===== config.mk =====
export PLATFORM = sky130hd
export DESIGN_NAME = mcu_debug_freeze_control
export DESIGN_NICKNAME = d
export VERILOG_FILES = /design/src/core/dbg_freeze_pkg.sv /design/src/core/freeze_gate_if.sv /design/src/core/halt_freeze_gate.sv /design/src/core/mcu_debug_freeze_control.sv
export SDC_FILE = /design/constraint.sdc
export NUM_CORES = 1
export LEC_CHECK = 0
export BUFFER_PORTS_ARGS = -buffer_cell sky130_fd_sc_hd__buf_2
export CAP_MARGIN = 20
export CELL_PAD_IN_SITES_DETAIL_PLACEMENT = 0
export CELL_PAD_IN_SITES_GLOBAL_PLACEMENT = 1
export CORE_AREA = 5 5 89 91
export CTS_CLUSTER_DIAMETER = 60
export DETAILED_ROUTE_END_ITERATION = 12
export DIE_AREA = 0 0 94 96
export PLACE_DENSITY = 0.71
export SYNTH_ARGS = -nofsm -noshare
export SYNTH_HDL_FRONTEND = slang
export SYNTH_SLANG_ARGS = --single-unit
export TNS_END_PERCENT = 20

===== constraint.sdc =====
create_clock -name clock -period 1.7 [get_ports clock]
set_input_delay 0.17 -clock clock [delete_from_list [all_inputs] [get_ports clock]]
set_output_delay 0.17 -clock clock [all_outputs]
set_load 0.005 [all_outputs]

===== src/core/dbg_freeze_pkg.sv =====
/*
 * Constants for the MCU debug freeze and stop-mode control block:
 * register offsets, field positions, write masks and reset values.
 * Assumes a 32-bit Avalon-MM register bus with byte addresses.
 */
package dbg_freeze_pkg;

	// ==========================================================
	// Bus geometry
	localparam int          ADDR_W      = 5;
	localparam int          DATA_W      = 32;
	localparam int          BE_W        = 4;
	localparam logic [3:0]  BE_FULL     = 4'hF;

	// ==========================================================
	// Register offsets (byte addresses)
	localparam logic [4:0]  OFS_IDENT   = 5'h00;
	localparam logic [4:0]  OFS_CONFIG  = 5'h04;
	localparam logic [4:0]  OFS_FZ_ONE  = 5'h08;
	localparam logic [4:0]  OFS_FZ_TWO  = 5'h0C;
	localparam logic [4:0]  OFS_SMBUS   = 5'h10;

	// ==========================================================
	// Field positions
	localparam int          BIT_KEEP_CLOCKS  = 1;
	localparam int          BIT_LOW_POWER_TIMER        = 31;
	localparam int          BIT_INDEPENDENT_WATCHDOG         = 12;
	localparam int          BIT_WINDOWED_WATCHDOG         = 11;
	localparam int          BIT_CAL          = 10;
	localparam int          BIT_TIM3         = 1;
	localparam int          BIT_TIM17        = 18;
	localparam int          BIT_TIM16        = 17;
	localparam int          BIT_TIM14        = 15;
	localparam int          BIT_TIM1         = 11;
	localparam int          BIT_SMBUS        = 0;

	// ==========================================================
	// Writable bits; all others read as zero
	localparam logic [31:0] MASK_CONFIG = 32'h0000_0002;
	localparam logic [31:0] MASK_FZ_ONE = 32'h8000_1C02;
	localparam logic [31:0] MASK_FZ_TWO = 32'h0006_8800;
	localparam logic [31:0] MASK_SMBUS  = 32'h0000_0001;
	localparam logic [31:0] RESET_ZERO  = 32'h0000_0000;

	// Default identification value, arbitrary
	localparam logic [31:0] IDENT_DEFAULT = 32'h0000_1234;

	// ==========================================================
	// Frozen counter channels
	localparam int          NUM_FREEZE  = 10;

	typedef enum logic [3:0] {
		CH_LOW_POWER_TIMER,
		CH_INDEPENDENT_WATCHDOG,
		CH_WINDOWED_WATCHDOG,
		CH_CAL,
		CH_TIM3,
		CH_TIM17,
		CH_TIM16,
		CH_TIM14,
		CH_TIM1,
		CH_SMBUS
	} freeze_ch_t;

	typedef enum logic [1:0] {
		PM_RUN,
		PM_SLEEP,
		PM_STOP
	} power_mode_t;

endpackage


===== src/core/freeze_gate_if.sv =====
/*
 * Carrier between the register file and the halt freeze gate.
 * Assumes both ends share one clock.
 */
`timescale 1ns/1ps
interface freeze_gate_if
	import dbg_freeze_pkg::*;
	();
	logic [NUM_FREEZE-1:0] freeze_sel;
	logic                  cpu_halted;
	logic [NUM_FREEZE-1:0] count_enable;

	modport ctrl (output freeze_sel, output cpu_halted, input count_enable);
	modport gate (input freeze_sel, input cpu_halted, output count_enable);
endinterface


===== src/core/halt_freeze_gate.sv =====
/*
 * Per-counter enable gate: a counter is stopped while the CPU is halted
 * and its freeze bit is set. Assumes halt status synchronous to clock.
 */
`timescale 1ns/1ps
module halt_freeze_gate
	import dbg_freeze_pkg::*;
(
	input  wire logic     clock,
	input  wire logic     por_rst,
	input  wire logic     clk_en,
	freeze_gate_if.gate   fg
);
	import dbg_freeze_pkg::*;

	// ==========================================================
	// One registered enable per counter
	genvar i;
	generate
		for (i = 0; i < NUM_FREEZE; i++)
		begin : g_ch
			always_ff @(posedge clock or posedge por_rst)
			begin
				if (por_rst)
					fg.count_enable[i] <= 1'b1;
				else if (clk_en)
					fg.count_enable[i] <= !(fg.cpu_halted && fg.freeze_sel[i]);
			end
		end
	endgenerate

endmodule


===== src/core/mcu_debug_freeze_control.sv =====
/*
 * MCU debug box: identification, stop-mode clock retention and
 * per-peripheral halt freeze, on an Avalon-MM slave with waitrequest.
 * Assumes the debug port and CPU bus are merged into one master upstream,
 * and that all inputs are synchronous to clock.
 * Power-on reset clears the registers; system reset only the mode logic.
 */
`timescale 1ns/1ps
module mcu_debug_freeze_control
	import dbg_freeze_pkg::*;
#(
	parameter logic [31:0] IDENT_VALUE = IDENT_DEFAULT
)
(
	input  wire logic                              clock,
	input  wire logic                              rst,
	input  wire logic                              por_rst,
	input  wire logic                              clk_en,
	input  wire logic [dbg_freeze_pkg::ADDR_W-1:0] avs_address,
	input  wire logic                              avs_read,
	input  wire logic                              avs_write,
	input  wire logic [dbg_freeze_pkg::DATA_W-1:0] avs_writedata,
	input  wire logic [dbg_freeze_pkg::BE_W-1:0]   avs_byteenable,
	output logic      [dbg_freeze_pkg::DATA_W-1:0] avs_readdata,
	output logic                                   avs_waitrequest,
	input  wire logic                              cpu_halted,
	input  wire logic                              debug_session,
	input  wire logic                              sleep_request,
	input  wire logic                              stop_request,
	input  wire logic                              wake_event,
	output logic                                   core_clock_enable,
	output logic                                   bus_clock_enable,
	output logic                                   rc_osc_enable,
	output logic                                   restore_reset_clocks,
	output logic                                   lowpower_timer_count_en,
	output logic                                   independent_watchdog_count_en,
	output logic                                   windowed_watchdog_count_en,
	output logic                                   calendar_count_en,
	output logic                                   timer_three_count_en,
	output logic                                   timer_seventeen_count_en,
	output logic                                   timer_sixteen_count_en,
	output logic                                   timer_fourteen_count_en,
	output logic                                   advanced_timer_count_en,
	output logic                                   smbus_timeout_count_en
);
	import dbg_freeze_pkg::*;

	// ==========================================================
	// Registers
	logic [31:0]  stop_debug_config;
	logic [31:0]  halt_freeze_one;
	logic [31:0]  halt_freeze_two;
	logic [31:0]  smbus_freeze;
	logic [31:0]  lane_mask;
	logic         access_done;
	logic         bus_write;
	logic [31:0]  next_readdata;
	power_mode_t  power_mode;
	logic         clocks_dropped;
	logic         request_taken;
	logic         ident_full_word;
	logic         write_config;
	logic         write_fz_one;
	logic         write_fz_two;
	logic         write_smbus;
	logic [31:0]  next_stop_debug_config;
	logic [31:0]  next_halt_freeze_one;
	logic [31:0]  next_halt_freeze_two;
	logic [31:0]  next_smbus_freeze;
	logic         stop_exit;
	logic         clocks_off;

	freeze_gate_if fgi ();

	// Byte lanes turned into a bit mask
	genvar b;
	generate
		for (b = 0; b < BE_W; b++)
		begin : g_lane
			assign lane_mask[8*b +: 8] = {8{avs_byteenable[b]}};
		end
	endgenerate

	// ==========================================================
	// Avalon handshake
	// One wait cycle: request seen, then waitrequest low for one cycle.
	// Reset only by power-on so the debugger can work under system reset.
	assign request_taken = (avs_read || avs_write) && avs_waitrequest && !access_done;

	always_ff @(posedge clock or posedge por_rst)
	begin
		if (por_rst)
			avs_waitrequest <= 1'b1;
		else if (clk_en)
		begin
			if (request_taken)
				avs_waitrequest <= 1'b0;
			else
				avs_waitrequest <= 1'b1;
		end
	end

	// Blocks a second answer in the cycle after an answer; a request still held after that is answered again
	always_ff @(posedge clock or posedge por_rst)
	begin
		if (por_rst)
			access_done <= 1'b0;
		else if (clk_en)
			access_done <= !avs_waitrequest;
	end

	// Writes from either the debugger or the CPU share this path
	assign bus_write = avs_write && !avs_waitrequest;

	// ==========================================================
	// Address decode and masked merge
	// Identification and unmapped offsets get no strobe, so writes vanish
	assign write_config = bus_write && avs_address == OFS_CONFIG;
	assign write_fz_one = bus_write && avs_address == OFS_FZ_ONE;
	assign write_fz_two = bus_write && avs_address == OFS_FZ_TWO;
	assign write_smbus  = bus_write && avs_address == OFS_SMBUS;

	// Only enabled lanes of writable bits change; reserved bits stay zero
	assign next_stop_debug_config = (stop_debug_config & ~(lane_mask & MASK_CONFIG))
		| (avs_writedata & lane_mask & MASK_CONFIG);
	assign next_halt_freeze_one   = (halt_freeze_one & ~(lane_mask & MASK_FZ_ONE))
		| (avs_writedata & lane_mask & MASK_FZ_ONE);
	assign next_halt_freeze_two   = (halt_freeze_two & ~(lane_mask & MASK_FZ_TWO))
		| (avs_writedata & lane_mask & MASK_FZ_TWO);
	assign next_smbus_freeze      = (smbus_freeze & ~(lane_mask & MASK_SMBUS))
		| (avs_writedata & lane_mask & MASK_SMBUS);

	// ==========================================================
	// Read mux
	// Narrower reads of the identification word answer with zero
	assign ident_full_word = avs_byteenable == BE_FULL;

	always_comb
	begin
		next_readdata = RESET_ZERO;
		case (avs_address)
			OFS_IDENT:
			begin
				if (ident_full_word)
					next_readdata = IDENT_VALUE;
			end
			OFS_CONFIG: next_readdata = stop_debug_config;
			OFS_FZ_ONE: next_readdata = halt_freeze_one;
			OFS_FZ_TWO: next_readdata = halt_freeze_two;
			OFS_SMBUS:  next_readdata = smbus_freeze;
			default:    next_readdata = RESET_ZERO;
		endcase
	end

	always_ff @(posedge clock or posedge por_rst)
	begin
		if (por_rst)
			avs_readdata <= RESET_ZERO;
		else if (clk_en)
		begin
			if (avs_read && request_taken)
				avs_readdata <= next_readdata;
		end
	end

	// ==========================================================
	// Configuration registers: power-on reset only, system reset ignored
	always_ff @(posedge clock or posedge por_rst)
	begin
		if (por_rst)
			stop_debug_config <= RESET_ZERO;
		else if (clk_en && write_config)
			stop_debug_config <= next_stop_debug_config;
	end

	always_ff @(posedge clock or posedge por_rst)
	begin
		if (por_rst)
			halt_freeze_one <= RESET_ZERO;
		else if (clk_en && write_fz_one)
			halt_freeze_one <= next_halt_freeze_one;
	end

	always_ff @(posedge clock or posedge por_rst)
	begin
		if (por_rst)
			halt_freeze_two <= RESET_ZERO;
		else if (clk_en && write_fz_two)
			halt_freeze_two <= next_halt_freeze_two;
	end

	always_ff @(posedge clock or posedge por_rst)
	begin
		if (por_rst)
			smbus_freeze <= RESET_ZERO;
		else if (clk_en && write_smbus)
			smbus_freeze <= next_smbus_freeze;
	end

	// ==========================================================
	// Halt freeze selection
	assign fgi.cpu_halted            = cpu_halted;
	assign fgi.freeze_sel[CH_LOW_POWER_TIMER]  = halt_freeze_one[BIT_LOW_POWER_TIMER];
	assign fgi.freeze_sel[CH_INDEPENDENT_WATCHDOG]   = halt_freeze_one[BIT_INDEPENDENT_WATCHDOG];
	assign fgi.freeze_sel[CH_WINDOWED_WATCHDOG]   = halt_freeze_one[BIT_WINDOWED_WATCHDOG];
	assign fgi.freeze_sel[CH_CAL]    = halt_freeze_one[BIT_CAL];
	assign fgi.freeze_sel[CH_TIM3]   = halt_freeze_one[BIT_TIM3];
	assign fgi.freeze_sel[CH_TIM17]  = halt_freeze_two[BIT_TIM17];
	assign fgi.freeze_sel[CH_TIM16]  = halt_freeze_two[BIT_TIM16];
	assign fgi.freeze_sel[CH_TIM14]  = halt_freeze_two[BIT_TIM14];
	assign fgi.freeze_sel[CH_TIM1]   = halt_freeze_two[BIT_TIM1];
	assign fgi.freeze_sel[CH_SMBUS]  = smbus_freeze[BIT_SMBUS];

	halt_freeze_gate u_gate (
		.clock   (clock),
		.por_rst (por_rst),
		.clk_en  (clk_en),
		.fg      (fgi.gate)
	);

	// Gate enables are flops inside the gate module
	assign lowpower_timer_count_en       = fgi.count_enable[CH_LOW_POWER_TIMER];
	assign independent_watchdog_count_en = fgi.count_enable[CH_INDEPENDENT_WATCHDOG];
	assign windowed_watchdog_count_en    = fgi.count_enable[CH_WINDOWED_WATCHDOG];
	assign calendar_count_en             = fgi.count_enable[CH_CAL];
	assign timer_three_count_en          = fgi.count_enable[CH_TIM3];
	assign timer_seventeen_count_en      = fgi.count_enable[CH_TIM17];
	assign timer_sixteen_count_en        = fgi.count_enable[CH_TIM16];
	assign timer_fourteen_count_en       = fgi.count_enable[CH_TIM14];
	assign advanced_timer_count_en       = fgi.count_enable[CH_TIM1];
	assign smbus_timeout_count_en        = fgi.count_enable[CH_SMBUS];

	// ==========================================================
	// Low-power mode sequencing
	// The host must set the keep bit before Stop; a session or keep bit that arrives
	// after the clocks were dropped turns them back on while still in Stop.
	always_ff @(posedge clock)
	begin
		if (rst)
			power_mode <= PM_RUN;
		else if (clk_en)
		begin
			case (power_mode)
				PM_RUN:
				begin
					if (stop_request)
						power_mode <= PM_STOP;
					else if (sleep_request)
						power_mode <= PM_SLEEP;
				end
				PM_SLEEP:
				begin
					if (wake_event)
						power_mode <= PM_RUN;
				end
				PM_STOP:
				begin
					if (wake_event)
						power_mode <= PM_RUN;
				end
				default: power_mode <= PM_RUN;
			endcase
		end
	end

	// ==========================================================
	// Clock enables
	// Stop ends on the first wake event seen while in Stop
	assign stop_exit = power_mode == PM_STOP && wake_event;

	// Clocks drop only in Stop, without the keep bit, outside a session
	assign clocks_off = power_mode == PM_STOP && !wake_event
		&& !stop_debug_config[BIT_KEEP_CLOCKS] && !debug_session;

	// One block per clock so each can later get its own gating condition
	always_ff @(posedge clock)
	begin
		if (rst)
			core_clock_enable <= 1'b1;
		else if (clk_en)
			core_clock_enable <= !clocks_off;
	end

	always_ff @(posedge clock)
	begin
		if (rst)
			bus_clock_enable <= 1'b1;
		else if (clk_en)
			bus_clock_enable <= !clocks_off;
	end

	// The oscillator feeds both clocks whenever they must keep running
	always_ff @(posedge clock)
	begin
		if (rst)
			rc_osc_enable <= 1'b1;
		else if (clk_en)
			rc_osc_enable <= !clocks_off;
	end

	// Remembers that Stop really stopped the clocks
	always_ff @(posedge clock)
	begin
		if (rst)
			clocks_dropped <= 1'b0;
		else if (clk_en)
		begin
			if (power_mode != PM_STOP)
				clocks_dropped <= 1'b0;
			else if (!core_clock_enable)
				clocks_dropped <= 1'b1;
		end
	end

	// One pulse on Stop exit after clocks were dropped: clock setup returns to the reset setup
	always_ff @(posedge clock)
	begin
		if (rst)
			restore_reset_clocks <= 1'b0;
		else if (clk_en)
			restore_reset_clocks <= stop_exit && (clocks_dropped || !core_clock_enable);
	end

endmodule


==> results.toml, run 1 <==
[job]
maxCapViolations = 0

[cts]
root_buffer = "clkbuf_8"
cts_tree = "done"
insertion_delay_ps = 290
ctsResizeCount = 0
htreeDepth = 2
numCtsBuffers = 5
clkSinkCount = 38
clk_pin_slew_worst_paths_ps = 80
holdBufCountCts = 1
cts_max_path_buffers = 2
cts_setup_buffers = 0

[synthesis]
synth_mux_area_share_pct = 7.70
netlist.area_leader.share_pct = 29.0
synth_flop_cell = "dfrtp_1"
synth.cell_area_um2 = 1900
synthXorXnorAreaFrac_pct = 0
synth.yosys.seq_area_share_pct = 49.4
ys_ff_latch = 38
ys_top_cells_by_area = "dfrtp_1 (29%), dfstp_2 (15%), buf_4 (9.5%)"
synth_compound_area_share_pct = 9.94
ys_warn_count = 0
synth_top_family_by_area = "simple AND/OR/NAND/NOR gates"
ys_types = 42
async_flop_share_pct = 86.8
synth_fa_ha_area_share_pct = 1.32
synth_edf_count = 0
synth_top_cell_by_area = "dfrtp_1"
syn_inst = 184
avgSynthCellArea_um2 = 10.3
yosys.area_share.simple_pct = 18.2

[grt]
grt_pass1_vias = 1403
grt_antenna_before_repair = 0
track_usage_pct = 10.3
grt_overflow = 0
grt_use_met3_pct = 4.07
grt_max_degree = 34
grt_pass1_wl_um = 7000
grt-busiest-layer = "met2"
gr-usage-met1_pct = 13.0
grt_use_met2_pct = 16.3

[sta]
finalSetupViolCount = 0
period_share_pct = 90.9
fin_skew_ps = 6.04
max_clock_freq_mhz = 647
finalHoldViolations = 0
fin_crit_ps = 1550
setup_tns_ps = 0
layout_setup_ws_ps = 154
maxSlewViolCount = 0
rsz0062_at_grt = "no"

[critical_path]
setup.worst_path.start = "avs_waitrequest$_DFFE_PP1P_"
r2r-start = "avs_waitrequest$_DFFE_PP1P_"
required_ps = 1890
crit_fanout = 7
arrival_ps = 1730
cp-end-kind = "flop"
critical_path_class = "reg -> reg"
crit_path_start_kind = "flop"

[route]
first_pass_iters = 4
drcViolationCount = 0
wl_per_cell_um = 13.5
vias_per_cell = 4.34
via_count = 1462
wl_um = 4560
drtIter0Drc = 44
antenna_left = 0

[power]
totalPowerFinal_mw = 2.13
p_leak_nw = 1.12
peakVddDrop_mv = 0.473
power_density_nw_per_um2 = 918

[place]
placed_area_um2 = 2170
gp_congestion = 0.736
hpwl_um = 3590
dp_slack_ps = 175
port_buffers = 56

[floorplanning]
rows = 31
die_area_um2 = 9020
die_h_um = 96
core_um2 = 7060
die_x_um = 94
initial_core_util_pct = 26.9
io_pins = 99

[min_path]
hp-start = "avs_writedata[18]"
hp-class = "in -> reg"

[final_layout]
final_area_um2 = 2320
diodes = 0
drive_gt1_share_pct = 37.4
areaGrowthSynthToFinish_pct = 22.3
nNetsFinal = 291

[run_status]
status = "finished, final reports clean"
==> metal layers <==
layer  part of all wire, %  routed length, um
met5                     0                  0
met4                  0.77                 35
met3                   7.5                340
met2                    49               2220
met1                    43               1970
==> where the power goes <==
part / switching [mW] / leakage (nW) / internal (mW) / total [mW]
Clock: 0.337 / 0.0714 / 0.626 / 0.963
Combinational: 0.122 / 0.584 / 0.0836 / 0.206
Sequential: 0.0250 / 0.461 / 0.940 / 0.965
Total: 0.483 / 1.12 / 1.65 / 2.13
==> kinds of logic after synthesis <==
| group | after synthesis |
|---|---|
| mux | 12 |
| buf+inv | 38 |
| flops | 38 |
| compound gates | 31 |
| other cells | 1 |
| simple gates | 62 |
| fa+ha+maj | 2 |
==> synthesized netlist by cell type, types with 2 or more instances <==
library cell,instances
dfstp_2,11
dfxtp_1,5
ha_1,2
buf_6,2
mux2_1,8
nand4_2,2
a22oi_1,2
o21ai_0,6
inv_1,5
nand2b_1,3
dfrtp_1,22
nor2_1,16
o21ai_1,3
a21oi_1,5
mux2_4,3
a31oi_1,11
buf_2,2
clkbuf_1,4
nand4_1,5
nand2_1,21
nand3_1,2
buf_4,24
==> worst paths after layout <==
path                                                               to  slack (ps)  cells past startpoint
worst min-delay path                                             flop          80                      2
min in group asynchronous                                   async pin         490                      4
worst max register to register                                   flop         150                      3
max in group asynchronous                 avs_waitrequest$_DFFE_PP1P_         860                      4
worst max-delay path                                             flop         150                      3
worst min register to register  u_gate.fg.count_enable[3]$_DFFE_PP1P_         460                      1
==> cell usage in the layout, fill, tap and decap left out, drive strengths merged <==
| cell | count |
|---|---|
| and3b | 1 |
| a31o | 1 |
| nor3 | 2 |
| bufinv | 2 |
| nor2 | 16 |
| clkbuf | 6 |
| nor3b | 1 |
| dfxtp | 5 |
| mux2 | 12 |
| o2111ai | 1 |
| and2b | 1 |
| inv | 5 |
| and4 | 2 |
| and4b | 1 |
| nand2b | 3 |
| nor4b | 2 |
| a211o | 1 |
| buf | 60 |
| conb | 19 |
| dfstp | 11 |
| a21oi | 5 |
| nor4 | 1 |
| o21ai | 9 |
| a22oi | 2 |
| a31oi | 11 |
| a311oi | 1 |
| nand4 | 7 |
| dlygate4sd3 | 1 |
| nor2b | 1 |
| nand2 | 21 |
| dfrtp | 22 |
| ha | 2 |
| nand4b | 1 |
| nand3 | 2 |
==> critical path, stage by stage (launching register included) <==
cell     delay (ps)
dfstp_2         400
and3b_1         420
and4_4          320
mux2_4          300
==> stage by stage <==
stage               util, %  hold WS, ps  instances
floorplan                 -          239        202
global placement       30.8          286        328
detailed placement     30.8          291        328
CTS                    32.9         67.5        337
global route           32.9         76.7        337
finish                 32.9         79.7        337
==> layout make-up <==
| type | count | area, um2 |
|---|---|---|
| Fill cell | 757 | 4740 |
| Sequential cell | 38 | 940 |
| Multi-Input combinational cell | 126 | 778 |
| Timing Repair Buffer | 61 | 320 |
| Tap cell | 99 | 124 |
| Clock buffer | 6 | 82.6 |
| Clock inverter | 2 | 60.1 |
| Inverter | 5 | 18.8 |
Note: power is estimated with default switching activity, not from simulation.
==> run 2: changes to the inputs <==
--- a/config.mk
+++ b/config.mk
@@ -6,13 +6,12 @@
 export NUM_CORES = 1
 export LEC_CHECK = 0
 export BUFFER_PORTS_ARGS = -buffer_cell sky130_fd_sc_hd__buf_2
-export CAP_MARGIN = 20
 export CELL_PAD_IN_SITES_DETAIL_PLACEMENT = 0
 export CELL_PAD_IN_SITES_GLOBAL_PLACEMENT = 1
-export CORE_AREA = 5 5 89 91
+export CORE_AREA = 2 2 86 88
 export CTS_CLUSTER_DIAMETER = 60
 export DETAILED_ROUTE_END_ITERATION = 12
-export DIE_AREA = 0 0 94 96
+export DIE_AREA = 0 0 88 90
 export PLACE_DENSITY = 0.71
 export SYNTH_ARGS = -nofsm -noshare
 export SYNTH_HDL_FRONTEND = slang
==> run 2 against run 1 <==
Total power is 0.11% higher. Clock-buffer cell count stayed put. Non-clock buffer count stayed put. Worst setup slack better by 33 ps. Sequential power hardly changed. Worst hold slack better by 2.1 ps. Clock power is 0.6% higher. Maximum frequency is 2.2% higher. Register-to-register slack better by 30 ps. Critical path depth stayed put. Largest power group is now the clock network. Highest routed layer unchanged.
==> results.toml, run 2 (same netlist as run 1, synthesis figures left out) <==
[cts]
clk_pin_slew_worst_paths_ps = 80
cts_tree = "done"
insertion_delay_ps = 300
htreeDepth = 2
numCtsBuffers = 5
root_buffer = "clkbuf_8"
clkSinkCount = 38
ctsResizeCount = 0
cts_max_path_buffers = 2

[route]
wl_um = 4260
wl_per_cell_um = 12.6
via_count = 1428
drcViolationCount = 0
first_pass_iters = 4
antenna_left = 0
vias_per_cell = 4.24
drtIter0Drc = 51

[floorplanning]
initial_core_util_pct = 27.1
io_pins = 99
die_h_um = 90
rows = 31
die_x_um = 88
core_um2 = 7020
die_area_um2 = 7920

[grt]
grt_antenna_before_repair = 0
grt_pass1_wl_um = 6910
grt_use_met2_pct = 17.2
grt_overflow = 0
grt_pass1_vias = 1394
gr-usage-met1_pct = 14.8
grt_use_met3_pct = 3.86
track_usage_pct = 11.4
grt_max_degree = 34
grt-busiest-layer = "met2"

[critical_path]
rrSetupSlack_ps = 190
slowest_delay_ps = 400
crit_family = "simple AND/OR/NAND/NOR gates"
cp-end-kind = "flop"
required_ps = 1890
arrival_ps = 1700
crit_fanout = 7
r2r_cells = 3
critical_path_class = "reg -> reg"
critPathBufInv = 0
path_cells = "and3b_1, and4_4, mux2_4"
r2r-start = "avs_waitrequest$_DFFE_PP1P_"
crit_path_start_kind = "flop"
critPathSlowestCell = "dfstp_2"

[min_path]
hp-class = "in -> reg"
hp-start = "avs_writedata[17]"
hold_depth = 2

[sta]
max_clock_freq_mhz = 661
period_share_pct = 89.0
maxSlewViolCount = 0
finalSetupViolCount = 0
fin_skew_ps = 5.68
setup_tns_ps = 0
finalHoldViolations = 0
rsz0062_at_grt = "no"
fin_crit_ps = 1510

[final_layout]
final_cell_mix = "buf_2 (56), dfrtp_1 (22), nand2_1 (21), conb_1 (19), nor2_1 (16)"
diodes = 0
n_fill_cell = 745
nNetsFinal = 291
finalNonFillerCells = 337
drive_gt1_share_pct = 37.4
mostFrequentLayoutCell = "buf_2"
areaGrowthSynthToFinish_pct = 22.3

[place]
port_buffers = 56
gp_congestion = 0.772
dp_cells = 328
hpwl_um = 3290

[run_status]
status = "finished, final reports clean"

[power]
p_leak_nw = 1.12
peakVddDrop_mv = 0.344
power_density_nw_per_um2 = 919

[job]
maxCapViolations = 0
==> run 2: what timing repair did <==
item	CTS	global route
setup buffers	0	0
hold buffers	1	0
endpoints found under the hold margin	22	0
==> run 2: through the flow <==
stage	worst slack, ps	power, mW	area [um2]	util [%]	hold WS [ps]
2_1_floorplan	239	1.13	1970	-	239
3_3_place_gp	190	1.18	2170	30.9	285
3_5_place_dp	188	1.19	2170	30.9	290
4_1_cts	171	2.16	2320	33.1	75.3
5_1_grt	104	2.23	2320	33.1	77.9
6_report	187	2.14	2320	33.1	81.8
==> run 2: area by class of cell <==
class	instances	area (um2)	share of cell area, %
Sequential cell	38	940	40.4
Multi-Input combinational cell	126	778	33.5
Timing Repair Buffer	61	320	13.8
Tap cell	99	124	5.33
Clock buffer	6	82.6	3.55
Clock inverter	2	60.1	2.58
Inverter	5	18.8	0.808
==> run 2: how the worst max path moves through the flow <==
stage | from | end | cells after the start
after floorplan | avs_waitrequest$_DFFE_PP1P_ | flop | 4
after global placement | avs_waitrequest$_DFFE_PP1P_ | flop | 3
after detailed placement | avs_waitrequest$_DFFE_PP1P_ | flop | 3
after CTS | avs_waitrequest$_DFFE_PP1P_ | flop | 3
after global routing | avs_waitrequest$_DFFE_PP1P_ | flop | 3
final | avs_waitrequest$_DFFE_PP1P_ | flop | 3
==> run 2: metal layers <==
layer,vias up,part of all wire [%]
met5,-,0
met4,0,1.6
met3,7,8.1
met2,54,45
met1,664,45
li1,703,-
==> run 2: power breakdown <==
part	switching, mW	internal, mW	leakage (nW)
sequential	0.0248	0.940	0.461
clock	0.342	0.626	0.0714
combinational	0.119	0.0833	0.584
total	0.486	1.65	1.12
==> run 3: changes to the inputs <==
--- a/config.mk
+++ b/config.mk
@@ -15,5 +15,6 @@
 export PLACE_DENSITY = 0.71
 export SYNTH_ARGS = -nofsm -noshare
 export SYNTH_HDL_FRONTEND = slang
+export SYNTH_HIERARCHICAL = 1
 export SYNTH_SLANG_ARGS = --single-unit
 export TNS_END_PERCENT = 20
==> run 3 against run 2 <==
Core utilization decreased by 0.11 points. Area after synthesis rose by 0.59%. Total power down 5.5%. Synthesized cell count shrank 1.1%. Combinational power grew 17%. Sequential power grew 2.4%. Worst hold slack got worse by 26 ps. Non-clock buffer count unchanged. Critical path type unchanged. Largest cell class unchanged.
==> results.toml, run 3 <==
[run_status]
status = "finished, final reports clean"

[floorplanning]
die_h_um = 90
core_um2 = 7020
die_x_um = 88
io_pins = 99
die_area_um2 = 7920
rows = 31
initial_core_util_pct = 27.2

[grt]
track_usage_pct = 11.4
grt_pass1_vias = 1396
grt_antenna_before_repair = 0
grt_overflow = 0
grt_pass1_wl_um = 6870
grt_max_degree = 24

[sta]
max_clock_freq_mhz = 660
rsz0062_at_grt = "no"
finalSetupViolCount = 0
finalHoldViolations = 0
hold_slack_ps = 56.0
period_share_pct = 89.1
maxSlewViolCount = 0
fin_skew_ps = 4.10
setup_tns_ps = 0
fin_crit_ps = 1520

[synthesis]
async_flop_share_pct = 86.8
syn_inst = 182
yosys.cell_count.top_type = "buf_4"
yosys-top-cells-count = "buf_4 (24), dfrtp_1 (22), nand2_1 (21)"
ys_types = 44
synth_top_cell_by_area = "dfrtp_1"
ys_warn_count = 6
synth_flop_cell = "dfrtp_1"
synth_edf_count = 0
synth.yosys.seq_area_share_pct = 49.1
netlist.area_leader.share_pct = 28.8
ys_top_cells_by_area = "dfrtp_1 (29%), dfstp_2 (15%), buf_4 (9.4%)"
avgSynthCellArea_um2 = 10.5
ys_ff_latch = 38
synth.cell_area_um2 = 1910

[critical_path]
arrival_ps = 1690
required_ps = 1870
slowest_delay_ps = 580
crit_path_start_kind = "flop"
critical_path_class = "reg -> reg"
crit_fanout = 7
cp-end-kind = "flop"
path_cells = "and3b_1, nand4_1, mux2_2"
critPathSlowestCell = "dfstp_2"
r2r_cells = 3

[cts]
clkSinkCount = 38
insertion_delay_ps = 290
numCtsBuffers = 5
cts_max_path_buffers = 2
cts_tree = "done"
root_buffer = "clkbuf_8"
clk_pin_slew_worst_paths_ps = 70
ctsResizeCount = 0
cts_setup_buffers = 0
htreeDepth = 2

[final_layout]
final_cell_mix = "buf_2 (56), dfrtp_1 (22), nand2_1 (21), conb_1 (19), nor2_1 (12)"
mostFrequentLayoutCell = "buf_2"
final_area_um2 = 2320
areaGrowthSynthToFinish_pct = 21.1
nNetsFinal = 291
n_fill_cell = 751
drive_gt1_share_pct = 44.1
diodes = 0

[route]
wl_per_cell_um = 12.7
via_count = 1414
wl_um = 4270
antenna_left = 0
drtIter0Drc = 28
first_pass_iters = 4
vias_per_cell = 4.20
drcViolationCount = 0

[power]
power_density_nw_per_um2 = 871
p_leak_nw = 1.09
peakVddDrop_mv = 0.444

[min_path]
hold_depth = 2
hp-class = "in -> reg"

[job]
maxCapViolations = 0

[place]
placed_area_um2 = 2190
port_buffers = 56
gp_congestion = 0.777
hpwl_um = 3410
## run 3: cell count changes in the layout (fill, tap and decap cells not counted), moves of 3 or more
cell and change:
a21oi_2 +9, nor2_1 -4, mux2_1 -7, nand4_1 +3, a31oi_1 -9, mux2_4 -3, mux2_2 +10, o21ai_1 -3
## run 3: metal layers
layer | track usage (%) | routed length [um] | share of wire [%] | vias up
met1 | 13.7 | 1800 | 42 | 660
met5 | 0 | 0 | 0 | -
met4 | 4.62 | 80 | 1.9 | 0
met2 | 17.9 | 2050 | 48 | 49
met3 | 4.41 | 336 | 7.9 | 10
li1 | - | - | - | 695
## run 3: cell type report
type / instances / area (um2) / area share (%)
tap: 99 / 124 / 5.35
multi-input combinational: 124 / 790 / 34.1
inverter: 7 / 26.3 / 1.13
timing repair buffer: 61 / 320 / 13.8
sequential: 38 / 940 / 40.6
clock buffer: 7 / 86.3 / 3.73
clock inverter: 1 / 30.0 / 1.30
## run 3: metrics by stage
step / util (%) / instances / worst slack (ps) / total power, mW
finish: 33.0 / 337 / 185 / 2.02
detailed placement: 31.2 / 328 / 185 / 1.24
global placement: 31.2 / 328 / 203 / 1.24
global route: 33.0 / 337 / 125 / 2.13
floorplan: - / 200 / 272 / 1.17
CTS: 33.0 / 337 / 180 / 2.05
## run 3: worst max-delay path, delay by kind of cell (launching register included)
family,cells,cell delay (ps)
DFF,1,580
muxes,1,360
and+or+nand+nor,2,460
## run 3: final timing paths
kind,startpoint,endpoint,slack (ps)
setup / recovery,avs_waitrequest$_DFFE_PP1P_,flop,180
hold / removal,cpu_halted,u_gate/fg.count_enable[2]$_DFFE_PP1P_,60
setup reg to reg,avs_waitrequest$_DFFE_PP1P_,flop,180
hold reg to reg,flop,u_gate/fg.count_enable[8]$_DFFE_PP1P_,440
max in group asynchronous,por_rst,avs_readdata[18]$_DFFE_PP0P_,750
min in group asynchronous,por_rst,async pin,420
## run 3: power breakdown
| group | internal (mW) | switching [mW] | leakage [nW] |
|---|---|---|---|
| Sequential | 0.953 | 0.0340 | 0.461 |
| Clock | 0.479 | 0.316 | 0.0585 |
| Combinational | 0.100 | 0.137 | 0.569 |
## run 3: kinds of logic (layout without fill, tap and decap cells)
| kind of cell | count (synthesis) | after routing | share of synthesized area [%] |
|---|---|---|---|
| flops | 38 | 38 | 49.1 |
| other cells | 1 | 19 | 0.196 |
| simple gates | 59 | 59 | 17.1 |
| mux | 13 | 13 | 7.59 |
| buf+inv | 38 | 76 | 13.1 |
| fa+ha+maj | 2 | 2 | 1.31 |
| compound gates | 31 | 31 | 11.5 |
## run 3: what timing repair did
action	4_1_cts	5_1_grt
hold buffers	1	0
setup endpoints to repair	0	0
endpoints found under the hold margin	8	0
